$ cat src/shared/timer_status_irq_cfg.svh
/*
 * constants of the timer status and interrupt-enable register bank
 * assumes: included by bare name after the package
 */
`ifndef TIMER_STATUS_IRQ_CFG_SVH
`define TIMER_STATUS_IRQ_CFG_SVH

// ==========================================================
// address map: bits 6..4 pick the channel, bits 3..0 the register
`define TSI_CHANNELS      5
`define TSI_ADDR_TOP_BIT  1'h0
`define TSI_OFF_FLAGS     4'h0
`define TSI_OFF_ENABLES   4'h1
`define TSI_OFF_WIDE_LO   4'h2
`define TSI_OFF_WIDE_HI   4'hb

// ==========================================================
// reset values and field layout
`define TSI_FLAGS_RESET   8'hf8
`define TSI_ENABLES_RESET 8'hf8
`define TSI_RESERVED_ONES 5'h1f
`define TSI_BIT_WRAP      2
`define TSI_BIT_EVB       1
`define TSI_BIT_EVA       0

// ==========================================================
// channel features
`define TSI_PHASE_CHANNEL 2
`define TSI_DMA_CHANNELS  5'h0f
`define TSI_COMPLEMENTARY 2'h2

`endif

$ cat src/shared/timer_status_irq_pkg.sv
/*
 * types shared by the timer status and interrupt-enable register bank
 * assumes: nothing beyond a synthesizable SystemVerilog tool
 */
package timer_status_irq_pkg;

   typedef enum logic [0:0] {seq_idle = 1'h0, seq_second = 1'h1} seq_state_e;

   typedef struct packed {
      logic        valid;
      logic        wr;
      logic        word;
      logic [7:0]  addr;
      logic [15:0] wdata;
   } bus_acc_s;

   typedef struct packed {
      logic wrap_up;
      logic wrap_down;
      logic cmp_a;
      logic cap_a;
      logic cmp_b;
      logic cap_b;
      logic a_is_capture;
      logic b_is_capture;
      logic dma_ack;
   } chan_event_s;

   typedef struct packed {
      logic [2:0] flags;
      logic [2:0] armed;
      logic [2:0] en;
   } chan_state_s;

   typedef struct packed {
      seq_state_e state;
      bus_acc_s   second;
   } seq_state_s;

endpackage

$ cat src/hw/chan_flag_unit.sv
/*
 * one channel: event flags, read-then-clear arming, interrupt enables
 * assumes: event strobes and bus strobes are on clk_sys
 */
`timescale 1ns/1ns
`default_nettype none
`include "timer_status_irq_cfg.svh"

module chan_flag_unit (
   input  wire logic                              clk_sys,
   input  wire logic                              arst_n,
   input  wire logic                              clk_en,
   input  wire logic                              standby,
   input  wire timer_status_irq_pkg::chan_event_s ev,
   input  wire logic                              down_ok,
   input  wire logic                              dma_ok,
   input  wire logic                              rd_flags,
   input  wire logic                              wr_flags,
   input  wire logic                              wr_enables,
   input  wire logic [7:0]                        wdata,
   output logic [7:0]                             flags_out,
   output logic [7:0]                             enables_out,
   output logic [2:0]                             irq
);
   timer_status_irq_pkg::chan_state_s st_reg, st_next;
   logic [2:0] set_v;
   logic [2:0] clr_v;

   // ==========================================================
   // next state
   always_comb
   begin
      st_next = st_reg;
      set_v = 3'h0;
      clr_v = 3'h0;
      set_v[`TSI_BIT_WRAP] = ev.wrap_up | (ev.wrap_down & down_ok);
      set_v[`TSI_BIT_EVB] = ev.b_is_capture ? ev.cap_b : ev.cmp_b;
      set_v[`TSI_BIT_EVA] = ev.a_is_capture ? ev.cap_a : ev.cmp_a;
      if (rd_flags)
      begin
         st_next.armed = st_reg.armed | st_reg.flags;
      end
      if (wr_flags)
      begin
         clr_v = st_reg.armed & ~wdata[2:0];
      end
      if (ev.dma_ack && dma_ok)
      begin
         clr_v[`TSI_BIT_EVA] = 1'h1;
      end
      // a set in the clear cycle survives and must be read again
      st_next.flags = (st_reg.flags & ~clr_v) | set_v;
      st_next.armed = st_next.armed & ~clr_v & ~set_v;
      if (wr_enables)
      begin
         st_next.en = wdata[2:0];
      end
      if (standby)
      begin
         st_next.flags = 3'(`TSI_FLAGS_RESET);
         st_next.armed = 3'h0;
         st_next.en = 3'(`TSI_ENABLES_RESET);
      end
   end

   always_ff @(posedge clk_sys or negedge arst_n)
   begin
      if (!arst_n)
      begin
         st_reg <= {3'h0, 3'h0, 3'h0};
      end
      else if (clk_en)
      begin
         st_reg <= st_next;
      end
   end

   assign flags_out = {`TSI_RESERVED_ONES, st_reg.flags};
   assign enables_out = {`TSI_RESERVED_ONES, st_reg.en};
   assign irq = st_reg.flags & st_reg.en;
endmodule
`default_nettype wire

$ cat src/hw/byte_pair_seq.sv
/*
 * splits a word access to an 8-bit register into two byte phases
 * assumes: word accesses use even addresses; same clock as the bus
 */
`timescale 1ns/1ns
`default_nettype none
`include "timer_status_irq_cfg.svh"

module byte_pair_seq (
   input  wire logic                           clk_sys,
   input  wire logic                           arst_n,
   input  wire logic                           clk_en,
   input  wire logic                           hold,
   input  wire timer_status_irq_pkg::bus_acc_s req,
   output logic                                ready,
   output timer_status_irq_pkg::bus_acc_s      acc,
   output logic                                first,
   output logic                                last
);
   timer_status_irq_pkg::seq_state_s st_reg, st_next;
   logic byte_region;

   assign byte_region = req.addr[3:1] == 3'h0;
   assign ready = clk_en && !hold
                  && st_reg.state == timer_status_irq_pkg::seq_idle;

   // ==========================================================
   // phase selection
   always_comb
   begin
      st_next = st_reg;
      acc = req;
      acc.valid = req.valid && ready;
      first = 1'h1;
      last = 1'h1;
      case (st_reg.state)
         timer_status_irq_pkg::seq_idle:
         begin
            if (acc.valid && req.word && byte_region)
            begin
               acc.word = 1'h0;
               acc.addr = {req.addr[7:1], 1'h0};
               last = 1'h0;
               st_next.second = acc;
               st_next.second.addr = {req.addr[7:1], 1'h1};
               st_next.state = timer_status_irq_pkg::seq_second;
            end
         end
         default:
         begin
            acc = st_reg.second;
            acc.valid = clk_en;
            first = 1'h0;
            if (clk_en)
            begin
               st_next.state = timer_status_irq_pkg::seq_idle;
            end
         end
      endcase
   end

   always_ff @(posedge clk_sys or negedge arst_n)
   begin
      if (!arst_n)
      begin
         st_reg <= {timer_status_irq_pkg::seq_idle, 27'h0};
      end
      else if (clk_en)
      begin
         st_reg <= st_next;
      end
   end
endmodule
`default_nettype wire

$ cat src/hw/timer_status_irq_regs.sv
/*
 * five-channel timer status flags and interrupt enables, with the
 * processor access path for 8-bit and 16-bit timer registers
 * assumes: processor, counters and capture logic all run on clk_sys;
 * 16-bit counter/general/buffer storage sits outside on the wide port
 */
// Function
// - flag register returns to f8 on reset and standby, flags zero
// - upper five bits of both registers read one, ignore writes
// - wrap flag sets on counter wrap up or down
// - downward wrap counts only in phase or complementary modes
// - apart from a dma clear or standby, a flag clears only after being read as one, then written zero
// - writing one to a flag does nothing
// - flag b sets on compare match with general register b
// - flag b sets on capture into general register b
// - flag a sets on compare match or capture of register a
// - on channels 0 to 3 a dma transfer clears flag a
// - wrap request is flag and enable bit 2 together
// - event b request is flag b and enable bit 1 together
// - event a request is flag a and enable bit 0 together
// - enable register resets to f8 on reset and standby
// - five independent flag and enable register pairs
// - 16-bit registers take word and either-byte reads and writes
// - all other registers are eight bits on an 8-bit path
// - a word access to an 8-bit register becomes two byte transfers
`timescale 1ns/1ns
`default_nettype none
`include "timer_status_irq_cfg.svh"

module timer_status_irq_regs (
   input  wire logic                              clk_sys,
   input  wire logic                              arst_n,
   input  wire logic                              clk_en,
   input  wire logic                              standby,
   input  wire timer_status_irq_pkg::bus_acc_s    cpu_req,
   output logic                                   cpu_ready,
   output logic                                   cpu_done,
   output logic [15:0]                            cpu_rdata,
   input  wire timer_status_irq_pkg::chan_event_s ev [`TSI_CHANNELS],
   input  wire logic                              phase_count_sel,
   input  wire logic                              combined_mode_hi,
   input  wire logic                              combined_mode_lo,
   output logic                                   wide_valid,
   output logic                                   wide_wr,
   output logic [2:0]                             wide_chan,
   output logic [2:0]                             wide_idx,
   output logic [1:0]                             wide_be,
   output logic [15:0]                            wide_wdata,
   input  wire logic [15:0]                       wide_rdata,
   output logic [4:0]                             wrap_irq,
   output logic [4:0]                             event_b_irq,
   output logic [4:0]                             event_a_irq
);
   typedef struct packed {
      logic        done;
      logic [15:0] rdata;
      logic        wide_valid;
      logic        wide_wr;
      logic [2:0]  wide_chan;
      logic [2:0]  wide_idx;
      logic [1:0]  wide_be;
      logic [15:0] wide_wdata;
   } top_state_s;

   top_state_s                     st_reg, st_next;
   timer_status_irq_pkg::bus_acc_s acc;
   logic                           acc_first;
   logic                           acc_last;
   logic [2:0]                     acc_chan;
   logic [3:0]                     acc_off;
   logic                           chan_ok;
   logic                           byte_hit;
   logic                           wide_hit;
   logic [7:0]                     bdata;
   logic [7:0]                     byte_rd;
   logic [15:0]                    lane_rd;
   logic [4:0]                     down_ok;
   logic [4:0]                     rd_flags;
   logic [4:0]                     wr_flags;
   logic [4:0]                     wr_enables;
   logic [7:0]                     flags_q [`TSI_CHANNELS];
   logic [7:0]                     en_q [`TSI_CHANNELS];

   // ==========================================================
   // access sequencing
   byte_pair_seq u_seq (
      .clk_sys (clk_sys),
      .arst_n  (arst_n),
      .clk_en  (clk_en),
      .hold    (st_reg.wide_valid),
      .req     (cpu_req),
      .ready   (cpu_ready),
      .acc     (acc),
      .first   (acc_first),
      .last    (acc_last)
   );

   // ==========================================================
   // address decode
   assign acc_chan = acc.addr[6:4];
   assign acc_off = acc.addr[3:0];
   assign chan_ok = acc.addr[7] == `TSI_ADDR_TOP_BIT
                    && acc_chan < 3'(`TSI_CHANNELS);
   // big-endian lanes: even byte on the upper half of the bus
   assign bdata = acc.addr[0] ? acc.wdata[7:0] : acc.wdata[15:8];

   always_comb
   begin
      byte_hit = 1'h0;
      wide_hit = 1'h0;
      if (!acc.valid || !chan_ok)
      begin
         byte_hit = 1'h0;
      end
      else if (acc_off == `TSI_OFF_FLAGS || acc_off == `TSI_OFF_ENABLES)
      begin
         byte_hit = 1'h1;
      end
      else if (acc_off >= `TSI_OFF_WIDE_LO && acc_off <= `TSI_OFF_WIDE_HI)
      begin
         wide_hit = 1'h1;
      end
   end

   // ==========================================================
   // channels
   genvar gi;
   generate
      for (gi = 0; gi < `TSI_CHANNELS; gi = gi + 1)
      begin : g_chan
         logic hit;
         assign hit = byte_hit && acc_chan == 3'(gi);
         assign rd_flags[gi] = hit && !acc.wr && acc_off == `TSI_OFF_FLAGS;
         assign wr_flags[gi] = hit && acc.wr && acc_off == `TSI_OFF_FLAGS;
         assign wr_enables[gi] = hit && acc.wr
                                 && acc_off == `TSI_OFF_ENABLES;
         if (gi == `TSI_PHASE_CHANNEL)
         begin : g_phase
            assign down_ok[gi] = phase_count_sel;
         end
         else if (gi > `TSI_PHASE_CHANNEL)
         begin : g_cmpl
            assign down_ok[gi] = {combined_mode_hi, combined_mode_lo}
                                 == `TSI_COMPLEMENTARY;
         end
         else
         begin : g_up
            assign down_ok[gi] = 1'h0;
         end

         chan_flag_unit u_chan (
            .clk_sys     (clk_sys),
            .arst_n      (arst_n),
            .clk_en      (clk_en),
            .standby     (standby),
            .ev          (ev[gi]),
            .down_ok     (down_ok[gi]),
            .dma_ok      (1'(`TSI_DMA_CHANNELS >> gi)),
            .rd_flags    (rd_flags[gi]),
            .wr_flags    (wr_flags[gi]),
            .wr_enables  (wr_enables[gi]),
            .wdata       (bdata),
            .flags_out   (flags_q[gi]),
            .enables_out (en_q[gi]),
            .irq         ({wrap_irq[gi], event_b_irq[gi], event_a_irq[gi]})
         );

         property p_standby_defaults;
            @(posedge clk_sys) disable iff (!arst_n)
            clk_en && standby |=> flags_q[gi] == `TSI_FLAGS_RESET
                                  && en_q[gi] == `TSI_ENABLES_RESET;
         endproperty
         a_standby_defaults: assert property (p_standby_defaults)
            else $error("standby did not restore f8");

         property p_reserved_ones;
            @(posedge clk_sys) disable iff (!arst_n)
            wr_enables[gi] && clk_en && !standby
            |=> flags_q[gi][7:3] == 5'h1f && en_q[gi][7:3] == 5'h1f
                && en_q[gi][2:0] == $past(bdata[2:0]);
         endproperty
         a_reserved_ones: assert property (p_reserved_ones)
            else $error("reserved bits not one or enable write lost");

         property p_wrap_sets;
            @(posedge clk_sys) disable iff (!arst_n)
            clk_en && !standby && (ev[gi].wrap_up
                                   || ev[gi].wrap_down && down_ok[gi])
            |=> flags_q[gi][2];
         endproperty
         a_wrap_sets: assert property (p_wrap_sets)
            else $error("wrap did not set wrap flag");

         property p_down_gated;
            @(posedge clk_sys) disable iff (!arst_n)
            clk_en && !flags_q[gi][2] && !ev[gi].wrap_up && !down_ok[gi]
            |=> !flags_q[gi][2];
         endproperty
         a_down_gated: assert property (p_down_gated)
            else $error("wrap flag set without a legal wrap");

         property p_event_a;
            @(posedge clk_sys) disable iff (!arst_n)
            clk_en && !standby && (ev[gi].a_is_capture ? ev[gi].cap_a
                                                       : ev[gi].cmp_a)
            |=> flags_q[gi][0];
         endproperty
         a_event_a: assert property (p_event_a)
            else $error("event a lost");

         property p_event_b;
            @(posedge clk_sys) disable iff (!arst_n)
            clk_en && !standby && (ev[gi].b_is_capture ? ev[gi].cap_b
                                                       : ev[gi].cmp_b)
            |=> flags_q[gi][1];
         endproperty
         a_event_b: assert property (p_event_b)
            else $error("event b lost");

         property p_clear_by_read_write;
            @(posedge clk_sys) disable iff (!arst_n)
            clk_en && flags_q[gi][1] && !standby
            ##1 !flags_q[gi][1]
            |-> $past(wr_flags[gi]) && !$past(bdata[1]);
         endproperty
         a_clear_by_read_write: assert property (p_clear_by_read_write)
            else $error("flag b cleared without a zero write");

         property p_write_one;
            @(posedge clk_sys) disable iff (!arst_n)
            clk_en && wr_flags[gi] && !flags_q[gi][1]
            && !ev[gi].cmp_b && !ev[gi].cap_b |=> !flags_q[gi][1];
         endproperty
         a_write_one: assert property (p_write_one)
            else $error("write set a flag");

         property p_dma_clear;
            @(posedge clk_sys) disable iff (!arst_n)
            clk_en && ev[gi].dma_ack && flags_q[gi][0] && !ev[gi].cmp_a
            && !ev[gi].cap_a && !standby && !wr_flags[gi]
            |=> flags_q[gi][0] == (gi >= 4);
         endproperty
         a_dma_clear: assert property (p_dma_clear)
            else $error("dma clear of flag a wrong for channel");

         property p_irq_gate;
            @(posedge clk_sys) disable iff (!arst_n)
            wrap_irq[gi] == (flags_q[gi][2] && en_q[gi][2])
            && event_b_irq[gi] == (flags_q[gi][1] && en_q[gi][1])
            && event_a_irq[gi] == (flags_q[gi][0] && en_q[gi][0]);
         endproperty
         a_irq_gate: assert property (p_irq_gate)
            else $error("interrupt request not flag and enable");
      end
   endgenerate

   // ==========================================================
   // read data and wide port
   always_comb
   begin
      byte_rd = 8'h00;
      if (byte_hit)
      begin
         byte_rd = acc_off == `TSI_OFF_FLAGS ? flags_q[acc_chan]
                                             : en_q[acc_chan];
      end
      lane_rd = acc.addr[0] ? {8'h00, byte_rd} : {byte_rd, 8'h00};
   end

   always_comb
   begin
      st_next = st_reg;
      st_next.done = 1'h0;
      st_next.wide_valid = 1'h0;
      if (st_reg.wide_valid)
      begin
         st_next.done = 1'h1;
         st_next.rdata = wide_rdata
                         & {{8{st_reg.wide_be[1]}}, {8{st_reg.wide_be[0]}}};
      end
      else if (acc.valid && wide_hit)
      begin
         st_next.wide_valid = 1'h1;
         st_next.wide_wr = acc.wr;
         st_next.wide_chan = acc_chan;
         st_next.wide_idx = acc_off[3:1];
         st_next.wide_be = acc.word ? 2'h3 : (acc.addr[0] ? 2'h1 : 2'h2);
         st_next.wide_wdata = acc.wdata;
      end
      else if (acc.valid)
      begin
         // unmapped reads return zero, writes are dropped
         st_next.rdata = acc_first ? lane_rd : (st_reg.rdata | lane_rd);
         st_next.done = acc_last;
      end
   end

   always_ff @(posedge clk_sys or negedge arst_n)
   begin
      if (!arst_n)
      begin
         st_reg <= '0;
      end
      else if (clk_en)
      begin
         st_reg <= st_next;
      end
   end

   assign cpu_done = st_reg.done;
   assign cpu_rdata = st_reg.rdata;
   assign wide_valid = st_reg.wide_valid;
   assign wide_wr = st_reg.wide_wr;
   assign wide_chan = st_reg.wide_chan;
   assign wide_idx = st_reg.wide_idx;
   assign wide_be = st_reg.wide_be;
   assign wide_wdata = st_reg.wide_wdata;

   // ==========================================================
   // bus timing checks
   property p_word_split;
      @(posedge clk_sys) disable iff (!arst_n)
      cpu_req.valid && cpu_ready && cpu_req.word && cpu_req.addr[3:1] == 3'h0
      |=> !cpu_ready && !cpu_done ##1 cpu_done;
   endproperty
   a_word_split: assert property (p_word_split)
      else $error("word to byte register not two transfers");

   property p_wide_access;
      @(posedge clk_sys) disable iff (!arst_n)
      cpu_req.valid && cpu_ready && cpu_req.addr[7] == 1'h0
      && cpu_req.addr[6:4] < 3'h5 && cpu_req.addr[3:0] >= 4'h2
      && cpu_req.addr[3:0] <= 4'hb
      |=> wide_valid
          && wide_be == ($past(cpu_req.word) ? 2'h3
                         : $past(cpu_req.addr[0]) ? 2'h1 : 2'h2)
          ##1 cpu_done;
   endproperty
   a_wide_access: assert property (p_wide_access)
      else $error("wide access lanes or timing wrong");
endmodule
`default_nettype wire

$ cat config.mk
export PLATFORM = sky130hd
export DESIGN_NAME = timer_status_irq_regs
export DESIGN_NICKNAME = d
export VERILOG_FILES = /design/src/shared/timer_status_irq_pkg.sv /design/src/hw/chan_flag_unit.sv /design/src/hw/byte_pair_seq.sv /design/src/hw/timer_status_irq_regs.sv
export VERILOG_INCLUDE_DIRS = /design/src /design/src/shared
export SDC_FILE = /design/constraint.sdc
export NUM_CORES = 1
export LEC_CHECK = 0
export BUFFER_PORTS_ARGS = -buffer_cell sky130_fd_sc_hd__buf_4
export CORE_MARGIN = 3
export CORE_UTILIZATION = 47
export CTS_CLUSTER_SIZE = 28
export DETAILED_ROUTE_END_ITERATION = 10
export PLACE_DENSITY = 0.7
export SLEW_MARGIN = 15
export SYNTH_ARGS = -nofsm -noshare
export SYNTH_HDL_FRONTEND = slang
export SYNTH_HIERARCHICAL = 1
export SYNTH_SLANG_ARGS = --single-unit
$ cat constraint.sdc
create_clock -name clk_sys -period 4.2 [get_ports clk_sys]
set_input_delay 0.84 -clock clk_sys [delete_from_list [all_inputs] [get_ports clk_sys]]
set_output_delay 0.84 -clock clk_sys [all_outputs]
set_load 0.02 [all_outputs]
==> metrics.cfg <==
[critical_path]
endpoint_kind=register
rr_startpoint=u_seq/st_reg[27]
worstSetupPathType=reg2reg
rr_worst_depth=9
rrSetupSlack_ns=0.79
worstPathMaxFanout=19
worstPathArrival_ns=3.71
cp-start-kind=register
r2r-end=g_chan[0].u_chan/enables_out[1]
required_ns=4.50

[min_path]
hp-start=u_seq/st_reg[16]
whs_path_depth=1
holdCritPathClass=reg2reg
holdPathEnd=u_seq/st_reg[16]

[global_routing]
grt_max_degree=67
grt-ovfl-total=0
grt_util_met1_pct=30.8
grt_pass1_vias=5550
met2_usage_pct=34.1
grt_pass1_wl_um=29000
globalRouteTotalUtil_pct=22.1
busiest_layer=met2
globalRouteMet3Util_pct=5.03
antenna_found_initial=0

[placement]
place_hpwl_um=13300
dp_cells=981
port_buffers=153
place_congestion=0.882

[synthesis]
syn_area_per_cell_um2=10.3
syn-cell-area_um2=7190
synthCells=696
yosys_warnings=6

[timing]
skew_ns=0.00574
slew_viol_final=0
fin_setup_tns_ns=0
period_share_pct=81.3
rsz0062_at_grt=false
tightest_slew_ns=0.848
timing.fmax_mhz=293
slew_headroom_pct=43.5
final_hold_viol_count=0
fin_crit_ns=3.41
finalSetupViolations=0

[routing]
drc=0
first_pass_iters=5
via_count=5681
wire_per_inst_um=18.0
drt.antenna.violating_nets=0
wirelength_um=18200
drtIter0Drc=403
vias_per_cell=5.61

[floorplanning]
die_width_um=130
coreArea_um2=14800
dieArea_um2=16800
start_util_pct=48.8
ioPinCount=154
rows=44
die_h_um=130

[clock_network]
htreeDepth=4
postCtsSetupBuffers=0
cts_hold_buf=0
numCtsBuffers=17
cts.repair.resized=0
cts_max_path_buffers=2
root_buffer=clkbuf_16
cts_tree=done
path_clk_slew_ns=0.05
cts.sinks=114
clk_latency_ns=0.41

[final_layout]
fin_cells=1013
largest_reg_flops=26
layout.nets=911
n_antenna_cell=0
synthToLayoutAreaGrowth_pct=20.5
final_common_cell=buf_4
final_cell_mix=buf_4 (163), dfrtp_1 (114), mux2_2 (87), conb_1 (57), nand2_1 (34)
fillers=1251
drive_gt1_share_pct=39.2

[flow_run]
maxCapViolCount=0

[pwr]
ir_drop_mv=0.284
power_density_nw_per_um2=456
power_leakage_uw=0.00408

[outcome]
outcome=finished, final reports clean

area by class of cell:
class,instances,area (um^2),area share (%)
Multi-Input combinational cell,487,3590,41.4
Tap cell,184,230,2.66
Sequential cell,114,2850,32.9
Clock buffer,22,474,5.47
Clock inverter,10,179,2.06
Inverter,33,124,1.43
Timing Repair Buffer,163,1220,14.1
per-stage QoR:
stage          area [um^2]  util (%)  hold WS [ns]  setup WS [ns]  power [uW]
2_1_floorplan         7380         -         0.426           1.02        2060
4_1_cts               8670      58.8         0.462          0.847        3990
6_report              8670      58.8         0.459          0.786        3960
3_5_place_dp          8020      54.3         0.449          0.793        2390
3_3_place_gp          8020      54.3         0.446          0.854        2360
5_1_grt               8670      58.8         0.477          0.475        4130
layer usage:
layer | wire, um | part of all wire, %
met1 | 7920 | 43
met2 | 8610 | 47
met3 | 1350 | 7.4
met4 | 363 | 2.0
met5 | 0 | 0
power by group:
part	internal, uW	leakage [uW]	switching [uW]
logic	455	0.00227	472
registers	1300	0.00148	145
clock network	1100	0.000324	493
total	2850	0.00408	1110
worst max path at each step:
stage | from | to | slack [ns] | depth (start not counted)
2_1_floorplan | cpu_req[17] | g_chan[0].u_chan/flags_out[2] | 1.02 | 11
3_3_place_gp | cpu_req[17] | g_chan[0].u_chan/flags_out[2] | 0.85 | 9
3_5_place_dp | cpu_req[19] | g_chan[0].u_chan/flags_out[2] | 0.79 | 9
4_1_cts | u_seq/st_reg[27] | g_chan[0].u_chan/enables_out[1] | 0.85 | 9
5_1_grt | u_seq/st_reg[27] | g_chan[0].u_chan/enables_out[1] | 0.47 | 10
6_report | u_seq/st_reg[27] | g_chan[0].u_chan/enables_out[1] | 0.79 | 9
worst max-delay path, stage by stage, from the launching register on:
cell	delay, ns
dfrtp_1	0.62
buf_4	0.36
and4bb_2	0.28
nand2_1	0.08
a31o_2	0.40
nand2_1	0.12
or3_1	0.43
nor3_1	0.63
o21ai_0	0.16
a22o_1	0.21
(Power assumes the default switching activity.)
